$ cat src/hdl/mrsp_pkg.sv
// constants for the midi running status parser
// ============================================================
// How it works
// - status bytes have bit 7 set, data bytes clear; one status opens each message
// - status 0x80 to 0xEF is a channel message, low nybble picks the channel
// - channel messages carry one or two data bytes, never zero or more
// - status 0xF0 to 0xFF is system; bit 3 splits common/real-time, low nybble is type
// - sysex opens at 0xF0 and runs over data bytes until 0xF7
// - data bytes with no held status are dropped; next status resynchronises
// - each channel status becomes the held running status for later data bytes
// - system common status 0xF0 to 0xF7 clears the held running status
// - real-time status 0xF8 to 0xFF keeps running status and has no data
// - real-time bytes inside a channel message keep the partial message intact
// - note-on with zero velocity acts as note-off for that note
// - message packet: byte1 code index and cable, byte2 status, bytes3-4 data
// - the cable number is ignored; all cables share sixteen channels
// - single-byte code index feeds its byte into the stream parser
// - sysex content is not interpreted; multi-packet sysex is passed over
// - two entries: whole message path and single raw byte path
// - on the byte path a status with upper nybble 0xF goes to the message path
// - every system message acts on its status byte alone; system data bytes ignored
// - two-byte buffer, low first data, high second; 0xFF marks a missing byte
// - channel status loads buffer 0x00FF for one data byte, 0xFFFF for two
// - data goes low if buffer bit 7 set, else high; done when bit 15 clear
// - after dispatch buffer reloads for same count so running data makes new messages
// - 0xF8 fires timing clock, 0xFA fires tempo start
package mrsp_pkg;
    localparam logic [7:0]  STAT_SYS_CLK   = 8'hF8;
    localparam logic [7:0]  STAT_SYS_START = 8'hFA;
    localparam logic [7:0]  STAT_SYSEX     = 8'hF0;
    localparam logic [7:0]  STAT_SYSEX_END = 8'hF7;
    localparam logic [3:0]  NYB_SYSTEM     = 4'hF;
    localparam logic [2:0]  TYPE_NOTE_OFF  = 3'h0;
    localparam logic [2:0]  TYPE_NOTE_ON   = 3'h1;
    localparam logic [2:0]  TYPE_PROG      = 3'h4;
    localparam logic [2:0]  TYPE_CHPRESS   = 3'h5;
    localparam logic [15:0] BUF_ONE        = 16'h00FF;
    localparam logic [15:0] BUF_TWO        = 16'hFFFF;
    localparam logic [7:0]  BYTE_EMPTY     = 8'hFF;
    localparam logic [3:0]  CIN_SINGLE     = 4'hF;
    localparam logic [7:0]  STAT_NONE      = 8'h00;
endpackage : mrsp_pkg

$ cat src/hdl/mrsp_parser.sv
// midi running status parser: packet and byte entries, message dispatch
`timescale 1ns/1ps
module mrsp_parser
    import mrsp_pkg::*;
(
    // clock and reset
    input  wire logic        clk,
    input  wire logic        rst_n,
    // whole message entry
    input  wire logic        msgValid,
    input  wire logic [7:0]  msgStatus,
    input  wire logic [15:0] msgData,
    // raw byte entry
    input  wire logic        byteValid,
    input  wire logic [7:0]  byteIn,
    // usb-midi packet entry
    input  wire logic        pktValid,
    input  wire logic [31:0] pktWord,
    // dispatched message
    output logic             outValid,
    output logic [7:0]       outStatus,
    output logic [3:0]       outChannel,
    output logic [6:0]       outData1,
    output logic [6:0]       outData2,
    output logic             outNoteOff,
    output logic             outNoteOn,
    output logic             outSystem,
    output logic             outRealTime,
    output logic [3:0]       outSysType,
    // tempo strobes and state
    output logic             timingClock,
    output logic             timingStart,
    output logic [7:0]       runStatus,
    output logic             sysexActive
);
    // ============================================================
    // entry selection
    logic        pktMsg;
    logic        pktByte;
    logic        inMsg;
    logic        inByte;
    logic [7:0]  mStatus;
    logic [15:0] mData;
    logic [7:0]  bVal;

    // cable nybble pktWord[7:4] is never looked at
    // cable dropped
    assign pktMsg  = pktValid && (pktWord[3:0] != CIN_SINGLE);
    assign pktByte = pktValid && (pktWord[3:0] == CIN_SINGLE);
    // two entries; direct byte path wins over a single-byte packet when both fire, a message packet wins over the byte path
    assign inByte  = byteValid || pktByte;
    assign bVal    = byteValid ? byteIn : pktWord[15:8];

    // ============================================================
    // state
    logic [7:0]  runStatus_r;
    logic [7:0]  runStatus_nxt;
    logic [15:0] buf_r;
    logic [15:0] buf_nxt;
    logic        sysex_r;
    logic        sysex_nxt;
    logic        fire;
    logic [7:0]  fStatus;
    logic [15:0] fData;

    function automatic logic [15:0] bufInit(input logic [7:0] st);
        if (st[6:4] == TYPE_PROG || st[6:4] == TYPE_CHPRESS)
            bufInit = BUF_ONE;
        else
            bufInit = BUF_TWO;
    endfunction : bufInit

    // byte stream parsing, next state
    always_comb
    begin
        runStatus_nxt = runStatus_r;
        buf_nxt       = buf_r;
        sysex_nxt     = sysex_r;
        fire          = 1'b0;
        fStatus       = STAT_NONE;
        fData         = 16'h0000;
        inMsg         = 1'b0;
        mStatus       = STAT_NONE;
        mData         = 16'h0000;
        if (msgValid || pktMsg)
        begin
            inMsg   = 1'b1;
            mStatus = msgValid ? msgStatus : pktWord[15:8];
            mData   = msgValid ? msgData : pktWord[31:16];
        end
        else if (inByte)
        begin
            // bit 7 splits status and data
            if (bVal[7])
            begin
                if (bVal[7:4] == NYB_SYSTEM)
                begin
                    inMsg   = 1'b1;
                    mStatus = bVal;
                end
                else
                begin
                    runStatus_nxt = bVal;
                    buf_nxt = bufInit(bVal);
                end
            end
            else if (runStatus_r != STAT_NONE)
            begin
                if (buf_r[7])
                    buf_nxt[7:0] = bVal;
                else
                    buf_nxt[15:8] = bVal;
                if (!buf_nxt[15])
                begin
                    fire    = 1'b1;
                    fStatus = runStatus_r;
                    fData   = buf_nxt;
                    buf_nxt = bufInit(runStatus_r);
                end
            end
        end
        // system status effects on held state; message path channel status is stored too
        if (inMsg && mStatus[7])
        begin
            if (mStatus[7:4] != NYB_SYSTEM)
            begin
                runStatus_nxt = mStatus;
                buf_nxt       = bufInit(mStatus);
            end
            else if (!mStatus[3])
            begin
                runStatus_nxt = STAT_NONE;
                sysex_nxt = (mStatus == STAT_SYSEX);
            end
        end
        if (inMsg && mStatus[7])
        begin
            fire    = 1'b1;
            fStatus = mStatus;
            fData   = mData;
        end
    end

    // ============================================================
    // output decode
    logic        oValid_nxt;
    logic        oNoteOn_nxt;
    logic        oNoteOff_nxt;
    logic        oSys_nxt;
    logic        oRt_nxt;
    logic        tClk_nxt;
    logic        tStart_nxt;
    logic [15:0] cleanData;

    always_comb
    begin
        cleanData    = {1'b0, fData[14:8], 1'b0, fData[6:0]};
        oSys_nxt     = fire && (fStatus[7:4] == NYB_SYSTEM);
        // bit 3 splits the system kinds
        oRt_nxt      = oSys_nxt && fStatus[3];
        oValid_nxt   = fire;
        oNoteOff_nxt = fire && !oSys_nxt && ((fStatus[6:4] == TYPE_NOTE_OFF)
                       || (fStatus[6:4] == TYPE_NOTE_ON && cleanData[14:8] == 7'h00));
        oNoteOn_nxt  = fire && !oSys_nxt && (fStatus[6:4] == TYPE_NOTE_ON)
                       && (cleanData[14:8] != 7'h00);
        tClk_nxt     = fire && (fStatus == STAT_SYS_CLK);
        tStart_nxt   = fire && (fStatus == STAT_SYS_START);
        // system data dropped on the output
        if (oSys_nxt)
            cleanData = 16'h0000;
        // one-byte types report no second byte
        else if (bufInit(fStatus) == BUF_ONE)
            cleanData[15:8] = 8'h00;
    end

    // registers
    always_ff @(posedge clk)
    begin
        if (!rst_n)
        begin
            runStatus_r <= STAT_NONE;
            buf_r       <= BUF_TWO;
            sysex_r     <= 1'b0;
            outValid    <= 1'b0;
            outStatus   <= 8'h00;
            outChannel  <= 4'h0;
            outData1    <= 7'h00;
            outData2    <= 7'h00;
            outNoteOff  <= 1'b0;
            outNoteOn   <= 1'b0;
            outSystem   <= 1'b0;
            outRealTime <= 1'b0;
            outSysType  <= 4'h0;
            timingClock <= 1'b0;
            timingStart <= 1'b0;
        end
        else
        begin
            runStatus_r <= runStatus_nxt;
            buf_r       <= buf_nxt;
            sysex_r     <= sysex_nxt;
            outValid    <= oValid_nxt;
            outStatus   <= fire ? fStatus : outStatus;
            outChannel  <= (fire && !oSys_nxt) ? fStatus[3:0] : outChannel;
            outData1    <= fire ? cleanData[6:0] : outData1;
            outData2    <= fire ? cleanData[14:8] : outData2;
            outNoteOff  <= oNoteOff_nxt;
            outNoteOn   <= oNoteOn_nxt;
            outSystem   <= oSys_nxt;
            outRealTime <= oRt_nxt;
            outSysType  <= oSys_nxt ? fStatus[3:0] : outSysType;
            timingClock <= tClk_nxt;
            timingStart <= tStart_nxt;
        end
    end

    assign runStatus   = runStatus_r;
    assign sysexActive = sysex_r;

    // ============================================================
    // checks
    // byte path antecedents exclude the message path, which wins the cycle
    // common clears held status
    AST_COMMON_CLEARS: assert property (@(posedge clk) disable iff (!rst_n)
        (inByte && !msgValid && !pktMsg && bVal[7:3] == 5'h1E) |=> runStatus == 8'h00)
        else $error("system common left running status");
    AST_RT_KEEPS: assert property (@(posedge clk) disable iff (!rst_n)
        (inByte && !msgValid && !pktMsg && bVal[7:3] == 5'h1F) |=> $stable(runStatus))
        else $error("real-time changed running status");
    AST_RT_BUF: assert property (@(posedge clk) disable iff (!rst_n)
        (inByte && !msgValid && !pktMsg && bVal[7:3] == 5'h1F) |=> $stable(buf_r))
        else $error("real-time disturbed partial message");
    AST_SYSEX_OPEN: assert property (@(posedge clk) disable iff (!rst_n)
        (inByte && !msgValid && !pktMsg && bVal == 8'hF0) |=> sysexActive)
        else $error("sysex start not tracked");
    AST_CHAN_HELD: assert property (@(posedge clk) disable iff (!rst_n)
        (inByte && !msgValid && !pktMsg && bVal[7] && bVal[7:4] != 4'hF)
        |=> runStatus == $past(bVal))
        else $error("channel status not held");
    AST_DROP_DATA: assert property (@(posedge clk) disable iff (!rst_n)
        (inByte && !msgValid && !pktMsg && !bVal[7] && runStatus == 8'h00)
        |=> !outValid && $stable(buf_r))
        else $error("orphan data byte used");
    AST_STATUS_BIT: assert property (@(posedge clk) disable iff (!rst_n)
        (msgValid && !msgStatus[7]) |=> !outValid)
        else $error("message without status bit dispatched");
    AST_CLK_STROBE: assert property (@(posedge clk) disable iff (!rst_n)
        timingClock |-> outValid && outStatus == 8'hF8 && outRealTime)
        else $error("timing clock without 0xF8");
    AST_START_STROBE: assert property (@(posedge clk) disable iff (!rst_n)
        timingStart |-> outStatus == 8'hFA && outSystem)
        else $error("start strobe without 0xFA");
    AST_ZERO_VEL: assert property (@(posedge clk) disable iff (!rst_n)
        (outValid && !outSystem && outStatus[6:4] == 3'h1 && outData2 == 7'h00)
        |-> outNoteOff && !outNoteOn)
        else $error("zero velocity note-on not note-off");
    AST_CHANNEL: assert property (@(posedge clk) disable iff (!rst_n)
        (outValid && !outSystem) |-> outChannel == outStatus[3:0])
        else $error("channel not taken from status");
    AST_ONE_BYTE: assert property (@(posedge clk) disable iff (!rst_n)
        (outValid && !outSystem && outStatus[6:5] == 2'h2) |-> outData2 == 7'h00)
        else $error("second data byte on one-byte message");
    AST_SYS_DATA: assert property (@(posedge clk) disable iff (!rst_n)
        outSystem |-> outData1 == 7'h00 && outData2 == 7'h00)
        else $error("system message carried data");
    AST_RELOAD: assert property (@(posedge clk) disable iff (!rst_n)
        (inByte && !msgValid && !pktMsg && !bVal[7] && runStatus != 8'h00 && !buf_nxt[15])
        |=> outValid && buf_r == ((runStatus[6:5] == 2'h2) ? 16'h00FF : 16'hFFFF))
        else $error("buffer not reloaded after message");
    AST_PRELOAD_ONE: assert property (@(posedge clk) disable iff (!rst_n)
        (inByte && !msgValid && !pktMsg && bVal[7:4] == 4'hC) |=> buf_r == 16'h00FF)
        else $error("program change preload wrong");
endmodule : mrsp_parser

$ cat config.mk
export PLATFORM = sky130hd
export DESIGN_NAME = mrsp_parser
export DESIGN_NICKNAME = d
export VERILOG_FILES = /design/src/hdl/mrsp_pkg.sv /design/src/hdl/mrsp_parser.sv
export SDC_FILE = /design/constraint.sdc
export NUM_CORES = 1
export LEC_CHECK = 0
export BUFFER_PORTS_ARGS = -buffer_cell sky130_fd_sc_hd__buf_2
export CAP_MARGIN = 15
export CORE_ASPECT_RATIO = 1.2
export CORE_UTILIZATION = 54
export DETAILED_ROUTE_END_ITERATION = 10
export HOLD_SLACK_MARGIN = 0.08
export PLACE_DENSITY = 0.85
export SYNTH_ARGS = -nofsm -noshare
export SYNTH_HDL_FRONTEND = slang
export SYNTH_SLANG_ARGS = --single-unit
$ cat constraint.sdc
create_clock -name clk -period 4.1 [get_ports clk]
set_input_delay 0.615 -clock clk [delete_from_list [all_inputs] [get_ports clk]]
set_output_delay 0.615 -clock clk [all_outputs]
set_load 0.05 [all_outputs]
**Yosys cells after proc, flatten, opt, wreduce, memory -nomap -nowiden**

Index checks and enable logic that the tools add are counted.

- Output and inout bits: 46
- Input port bits: 69
- Flip-flop bits (word level): 62

- Reductions and logical operators: 25
- Mux-type cells: 59
- Bitwise logic cells: 2
- Equality and inequality tests: 18

Operator list:

| cell | count |
|---|---|
| 2-to-1 mux 16 bit | 13 |
| 2-to-1 mux 8 bit | 24 |
| 2-to-1 mux 15 bit | 8 |
| 2-to-1 mux 7 bit | 4 |
| == test 3 bit (second input constant) | 8 |
| == test 8 bit (second input constant) | 3 |
| == test 16 x 8 -> 1 bit (second input constant) | 1 |
| == test 4 bit (second input constant) | 3 |
| logical AND 1 bit | 12 |
| 2-to-1 mux 1 bit | 10 |
| inequality test 4 bit (second input constant) | 2 |
| nonzero test 8 bit | 1 |
| zero test 7 bit | 1 |
| logical OR 1 bit | 7 |
| nonzero test 7 bit | 1 |
| == test 3 x 1 -> 1 bit (second input constant) | 1 |
| zero test 3 bit | 1 |
| AND reduction 3 bit | 1 |
| inverter 1 bit | 2 |
| zero test 1 bit | 1 |

**Depth between registers and ports, before layout**

Gate-level depths: netlist of run 1.

- Depth in word-level cells: 19
- Depth in mapped cells: 10

**Worst setup path before layout of run 1**

OpenSTA, ideal clock, no wires.

- Path type: in2reg
- From: input byteValid
- To: register sysex_r, in the netlist sysexActive
- Stages on the path: 7
- Path slack: 1584 ps
- Data required time: 4029 ps
- Data arrival time: 2445 ps
- Path through: buf_6 -> buf_2 -> mux2i_2 -> a21oi_2 -> or3_4 -> or4_1 -> a21oi_1

- Cells in the longest elaborated chain, start to end: 9
- Elaborated cells between the ends (all ways): 17
- Classes of those cells: eq/ne: 3; mux: 9; bitwise: 2; reduce/logical: 3

Ends and longest elaborated chain:

| element | RTL line | source |
|---|---|---|
| start, declared | mrsp_parser.sv:14 | `input wire logic byteValid,` |
| 2-to-1 mux 8 bit | mrsp_parser.sv:52 | `assign bVal = byteValid ? byteIn : pktWord[15:8];` |
| == test 4 bit | mrsp_parser.sv:96 | `if (bVal[7:4] == NYB_SYSTEM)` |
| 2-to-1 mux 8 bit | mrsp_parser.sv:96 |  |
| 2-to-1 mux 8 bit | mrsp_parser.sv:94 | `if (bVal[7])` |
| 2-to-1 mux 8 bit | mrsp_parser.sv:91 | `else if (inByte)` |
| 2-to-1 mux 8 bit | mrsp_parser.sv:85 | `if (msgValid \|\| pktMsg)` |
| inequality test 4 bit | mrsp_parser.sv:125 | `if (mStatus[7:4] != NYB_SYSTEM)` |
| inverter 1 bit (no line) | -- |  |
| AND reduction 3 bit (no line) | -- |  |
| end signal, assigned | mrsp_parser.sv:201 | `sysex_r <= sysex_nxt;` |
| end, declared | mrsp_parser.sv:60 | `logic sysex_r;` |

Parallel ways exist; a longest one is shown, timed or not.
A chain may end at the register's enable or synchronous reset.

**Worst setup path after layout of run 1**

- From: input msgValid
- To: register outChannel[3]

- Cells in the longest elaborated chain, start to end: 8
- Elaborated cells between the ends (all ways): 13
- Classes of those cells: eq/ne: 1; mux: 7; reduce/logical: 5

Ends and longest elaborated chain:

| element | RTL line | source |
|---|---|---|
| start, declared | mrsp_parser.sv:10 | `input wire logic msgValid,` |
| 2-to-1 mux 8 bit / logical OR 1 bit (equally long branches) | mrsp_parser.sv:88, mrsp_parser.sv:85 |  |
| 2-to-1 mux 8 bit / 2-to-1 mux 1 bit (equally long branches) | mrsp_parser.sv:85 |  |
| logical AND 1 bit | mrsp_parser.sv:136 | `if (inMsg && mStatus[7])` |
| 2-to-1 mux 8 bit | mrsp_parser.sv:136 |  |
| == test 4 bit | mrsp_parser.sv:158 | `oSys_nxt = fire && (fStatus[7:4] == NYB_SYSTEM);` |
| logical AND 1 bit | mrsp_parser.sv:158 |  |
| zero test 1 bit | mrsp_parser.sv:204 | `outChannel <= (fire && !oSys_nxt) ? fStatus[3:0] : outChannel;` |
| logical AND 1 bit | mrsp_parser.sv:204 |  |
| end signal, assigned | mrsp_parser.sv:204 |  |
| end, declared | mrsp_parser.sv:22 | `output logic [3:0] outChannel,` |

Parallel ways exist; a longest one is shown, timed or not.

==> results of run 1 <==
layout make-up:
| type | instances | area [sq um] | share of cell area |
|---|---|---|---|
| clock inverter | 5 | 33.8 | 0.00835 |
| inverter | 2 | 7.51 | 0.00185 |
| multi-input combinational | 316 | 1930 | 0.477 |
| sequential | 62 | 1240 | 0.307 |
| tap | 80 | 100 | 0.0247 |
| clock buffer | 11 | 151 | 0.0374 |
| timing repair buffer | 113 | 583 | 0.144 |
metrics by stage:
stage               setup WS [ns]  area [sq um]
floorplan                    1.58          3280
global placement            0.813          3860
detailed placement          0.721          3860
CTS                          1.06          4050
global route                0.841          4050
finish                       1.01          4050
sequential cells by signal, indices dropped and copies added, names as in the netlist, 4 cells and up:
register	count
outChannel	4
outData1	7
outSysType	4
runStatus	8
outStatus	8
outData2	7
buf_r	16
metal layers:
metal / vias to the layer above / part of all wire / track usage / wire length [um]
met4: 0 / 0.026 / 0.148 / 263
met5: - / 0 / 0 / 0
met1: 1592 / 0.39 / 0.385 / 3940
met3: 23 / 0.086 / 0.0718 / 864
met2: 187 / 0.50 / 0.556 / 4980
li1: 1689 / - / - / -
Yosys cell counts, drive strengths merged (2+ instances only):
library cell  count  area share
nand2            66       0.075
dfxtp            62        0.38
o21ai            43       0.066
nor2             39       0.050
a21oi            36       0.057
mux2i            26       0.082
clkbuf           12       0.014
buf              11       0.018
nand4            11       0.021
a22o             10       0.029
o22ai            10       0.019
a22oi             9       0.025
nand3             7       0.011
mux2              5       0.017
nor3              5       0.012
a32o              4       0.012
nor2b             4      0.0076
o211ai            4      0.0091
a211oi            3      0.0069
a221oi            3      0.0080
a31oi             3      0.0057
nor3b             3       0.010
or2               3      0.0057
or3               3      0.0072
inv               2      0.0023
nand2b            2      0.0038
nand3b            2      0.0084
nor4              2      0.0038
o31ai             2      0.0046
tightest hold or removal path: cells and delay by family, from the launching register on:
family	cells	cell delay (ns)
AOI/OAI and AO/OA	1	0.05
DFF	1	0.31
and+or+nand+nor	1	0.05
report_power, final:
group / total (mW) / leakage [nW] / switching [mW] / internal, mW
Combinational: 0.379 / 1.26 / 0.258 / 0.121
Sequential: 0.660 / 0.506 / 0.0245 / 0.636
Clock: 0.492 / 0.0913 / 0.241 / 0.251
cells by family (layout without fill, tap and decap cells):
kind of cell           Yosys count  after routing  synth area share
and+or+nand+nor                151            151             0.226
muxes                           31             31            0.0987
buffers and inverters           25            131            0.0343
AOI/OAI and AO/OA              134            134             0.264
DFF                             62             62             0.378
worst max-delay path by stage:
stage	startpoint	to	slack, ns
after floorplan	byteValid	sysexActive	1.58
after global placement	msgValid	outData1[0]	0.81
after detailed placement	msgValid	outData2[2]	0.72
after CTS	msgValid	outData2[2]	1.06
after global routing	msgValid	outData2[3]	0.84
final	msgValid	outChannel[3]	1.01
==> run_results.csv, run 1 <==
group,metric,value,unit
run_status,status,"completed",
finish,fin_nets,573,
yosys,synth.distinct_cells,53,
worst_setup_path,required,4.30,ns
worst_hold_path,hp-start,"outData2[5]",
timing,setup_tns,0,ns
worst_setup_path,crit_arrival,3.29,ns
worst_hold_path,hold_end,"outData2[5]",
floorplanning,start_util,0.572,
worst_setup_path,cp_slowest_cell,"nor2_1",
route,drtIter0Drc,452,
yosys,ys_ff_latch,62,
clock_network,clk_pin_slew,0.07,ns
timing,drv_slew,0,
timing,worst_slew_pin_slew,0.904,ns
yosys,syn_nets,472,
grt,grt_max_degree,36,
grt,grt-ovfl-total,0,
timing,fin_crit_sh,0.753,
finish,diodes,0,
timing,rsz0062_at_grt,"no",
finish,final_cells,589,
worst_setup_path,rrSetupSlack,1.82,ns
pwr,finalPower,1.53,mW
timing,slew_headroom,0.395,
yosys,synth_edf_count,0,
worst_hold_path,holdPathStages,2,
yosys,synth_seq_area_share,0.378,
finish,drive_gt1_frac,0.295,
run,maxCapViolations,0,
yosys,yosys_warnings,0,
worst_setup_path,cpLargestDelayFamily,"simple AND/OR/NAND/NOR gates",
yosys,ys.flop_type,"dfxtp_1",
worst_setup_path,reg2reg_from,"runStatus[5]",
finish,fin_util,0.705,
clock_network,clk_latency,0.35,ns
yosys,ys_async_sr_fraction,0,
route,drt_pre_antenna_iters,5,
yosys,syn_area,3280,sq um
worst_setup_path,criticalPathCategory,"primary input to register",
timing,fin_skew,0.00822,ns
route,routed_wl,10000,um
grt,antenna_found_initial,0,
pwr,power.leakage,1.86,nW
floorplanning,fp.dieArea,6400,sq um
floorplanning,die_w,73.2,um
clock_network,htree_levels,3,
finish,fill_cells,476,
place,port_buffers,106,
pwr,power_density,378,nW/um^2
finish,mostFrequentLayoutCell,"buf_2",
clock_network,cts.sinks,62,
worst_hold_path,hold_path.class,"register to register",
timing,hold_viol,0,
worst_setup_path,worstPathCellList,"buf_2 > and2b_4 > a32oi_2 > o21ai_1 > nor2_1 > nor2b_1 > mux2i_1 > nor2_1",
floorplanning,num_rows,30,
route,drc_errors,0,
worst_setup_path,r2r-end,"outChannel[3]",
route,wire_per_inst,17.1,um
worst_setup_path,worst_setup_path_end_kind,"register",
grt,grt_pass1_vias,3378,
clock_network,cts_made_buffers,9,
worst_setup_path,crit_cells,8,
yosys,synthCells,403,
route,final_antenna_net_count,0,
clock_network,cts_buffer_depth,2,
timing,finalCriticalPeriod,3.09,ns
worst_setup_path,start_kind,"primary input",
grt,grtUsageTotal,0.326,
route,via_count,3491,
clock_network,hold_buffers,0,
floorplanning,core,5740,sq um
worst_setup_path,critPathMaxFanout,31,
worst_setup_path,critPathBufInv,1,
finish,syn_to_final_growth,23.2,%
route,avgViaCountPerCell,5.93,
place,place_inst,573,
floorplanning,die_h,87.4,um
timing,setup_viol,0,
clock_network,cts-root-buf,"clkbuf_8",
floorplanning,ios,115,
pwr,peakVddDrop,362,uV
worst_setup_path,cpMostUsedCell,"nor2_1",
clock_network,post_cts_resize_count,0,
worst_setup_path,slowest_delay,0.57,ns
worst_setup_path,reg2regPathDepth,7,
timing,max_freq,324,MHz
grt,grt_pass1_wl,15800,um
place,gp_congestion,0.901,
yosys,syn_avg_cell_area,8.15,sq um
finish,final_cell_mix,"buf_2 (106), nand2_1 (66), dfxtp_1 (62)",
timing,holdWs,0.452,ns
clock_network,postCtsSetupRepairBufs,0,
clock_network,cts_tree,"done",
place,hpwl,7510,um
Power figures use the tool's default switching activity.
==> run 2: changes to the inputs <==
CORE_UTILIZATION = 45   (was 54)
PLACE_DENSITY = 0.76   (was 0.85)
clock period = 2.8 ns   (was 4.1 ns; I/O delays follow)
==> run 2 against run 1 <==
Sequential cell count unchanged. Hold slack worse by 0.054 ns. Combinational power increased by 52%. Routed wire length increased by 3.4%. Sequential power is 47% higher. Critical path depth down 1. Register-to-register slack worse by 1.3 ns. First-iteration DRC count shrank 33%. Clock power grew 34%. Critical path type unchanged. Largest cell class unchanged. Largest power group unchanged.
==> run_results.csv, run 2 (synthesis results as in run 1) <==
group,metric,value,unit
run_status,status,"completed",
pwr,power.leakage,1.93,nW
finish,mostFrequentLayoutCell,"buf_2",
worst_setup_path,worst_setup_path_end_kind,"register",
worst_setup_path,crit_arrival,2.61,ns
finish,largest_register_ffs,16,
route,wire_per_inst,17.0,um
floorplanning,ios,115,
floorplanning,num_rows,33,
worst_setup_path,cpLargestDelayFamily,"simple AND/OR/NAND/NOR gates",
worst_setup_path,criticalPathCategory,"primary input to register",
timing,fin_crit_sh,0.833,
finish,final_cell_mix,"buf_2 (106), nand2_1 (66), dfxtp_1 (62)",
worst_setup_path,start_kind,"primary input",
worst_hold_path,hold_path.class,"primary input to register",
grt,grt_busiest_layer,"met2",
worst_setup_path,r2r-end,"outData1[1]",
pwr,power_density,529,nW/um^2
worst_setup_path,worstPathCellList,"buf_2 > and2b_4 > a32oi_2 > o21ai_1 > buf_4 > nor3_2 > a22o_1",
worst_setup_path,reg2regPathDepth,6,
floorplanning,die_h,95.6,um
grt,grt-ovfl-total,0,
grt,antenna_found_initial,0,
clock_network,cts_buffer_depth,2,
worst_setup_path,cp_slowest_cell,"nor3_2",
timing,max_freq,429,MHz
worst_setup_path,required,3.08,ns
clock_network,cts_made_buffers,9,
grt,use_met1,0.325,
floorplanning,core,6940,sq um
finish,multi_input_area,1930,sq um
floorplanning,die_w,80.0,um
clock_network,cts.sinks,62,
worst_hold_path,hold_end,"outRealTime",
worst_setup_path,rrSetupSlack,0.49,ns
finish,syn_to_final_growth,26.8,%
finish,drive_gt1_frac,0.316,
worst_setup_path,reg2reg_from,"runStatus[2]",
worst_setup_path,slowest_delay,0.69,ns
floorplanning,start_util,0.473,
place,port_buffers,106,
route,via_count,3554,
route,routed_wl,10400,um
grt,use_met3,0.0431,
finish,fill_cells,664,
finish,fin_util,0.600,
worst_setup_path,critPathBufInv,2,
worst_setup_path,critPathMaxFanout,14,
clock_network,postCtsSetupRepairBufs,0,
grt,grt_pass1_vias,3341,
finish,fin_nets,590,
grt,grt_max_degree,36,
route,drtIter0Drc,303,
clock_network,htree_levels,3,
clock_network,cts-root-buf,"clkbuf_8",
clock_network,clk_latency,0.33,ns
finish,largest-register,"buf_r",
worst_hold_path,hp-start,"rst_n",
timing,rsz0062_at_grt,"no",
timing,hold_viol,0,
worst_hold_path,holdPathStages,3,
grt,grt_pass1_wl,16100,um
place,dpl_worst_slack,0.163,ns
finish,diodes,0,
timing,setup_ws,0.467,ns
pwr,peakVddDrop,386,uV
route,final_antenna_net_count,0,
finish,regArea,1240,sq um
run,maxCapViolations,0,
timing,setup_viol,0,
route,avgViaCountPerCell,5.80,
grt,grtUsageMet2,0.486,
clock_network,cts_tree,"done",
timing,fin_skew,0.00782,ns
place,hpwl,8090,um
grt,grtUsageTotal,0.278,
route,drt_pre_antenna_iters,5,
timing,setup_tns,0,ns
timing,slew_headroom,0.435,
timing,drv_slew,0,
clock_network,hold_buffers,0,
floorplanning,fp.dieArea,7650,sq um
timing,finalCriticalPeriod,2.33,ns
place,gp_congestion,0.994,
clock_network,clk_pin_slew,0.07,ns
timing,worst_slew_pin_slew,0.843,ns
route,drc_errors,0,
clock_network,post_cts_resize_count,0,
## run 2: changes by cell type in the layout (fill, tap and decap cells not counted)
cell / change
clkbuf_8: -2
clkinv_2: +1
clkbuf_1: +1
buf_4: +17
## run 2: worst max-delay path by stage
stage	from	to	slack, ns	cells past startpoint
after floorplan	byteValid	sysexActive	0.48	7
after global placement	msgValid	outData1[1]	0.19	7
after detailed placement	msgValid	outData1[1]	0.16	7
after CTS	msgValid	outData1[1]	0.50	7
after global routing	msgValid	outData2[0]	0.29	8
final	msgValid	outData1[1]	0.47	7
## run 2: power breakdown
| group | switching, mW | total, mW | internal (mW) |
|---|---|---|---|
| clock | 0.340 | 0.657 | 0.317 |
| sequential | 0.0386 | 0.969 | 0.931 |
| combinational | 0.383 | 0.576 | 0.193 |
| total | 0.761 | 2.20 | 1.44 |
## run 2: layer usage
layer,vias up,wire [um]
met4,0,412
met2,166,5080
met5,-,0
met1,1638,4220
met3,31,679
li1,1719,-
## run 2: stage by stage
step | total power [mW] | cell area, sq um | hold WS [ns] | cells
global route | 2.30 | 4170 | 0.404 | 613
CTS | 2.21 | 4170 | 0.387 | 613
floorplan | 1.37 | 3280 | 0.453 | 403
detailed placement | 1.56 | 4000 | 0.445 | 597
finish | 2.20 | 4170 | 0.398 | 613
global placement | 1.55 | 4000 | 0.438 | 597
## run 2: worst register-to-register path, delay by kind of cell, from the launching register on
family          cells  cell delay (ns)
compound gates      1             0.27
buf+inv             1             0.19
flops               1             0.34
simple gates        4             1.47
## run 2: area by class of cell
| cell class | instances | area share |
|---|---|---|
| Inverter | 2 | 0.00180 |
| Clock buffer | 10 | 0.0306 |
| Multi-Input combinational cell | 316 | 0.464 |
| Timing Repair Buffer | 130 | 0.171 |
| Clock inverter | 6 | 0.00931 |
| Tap cell | 87 | 0.0261 |
| Sequential cell | 62 | 0.298 |
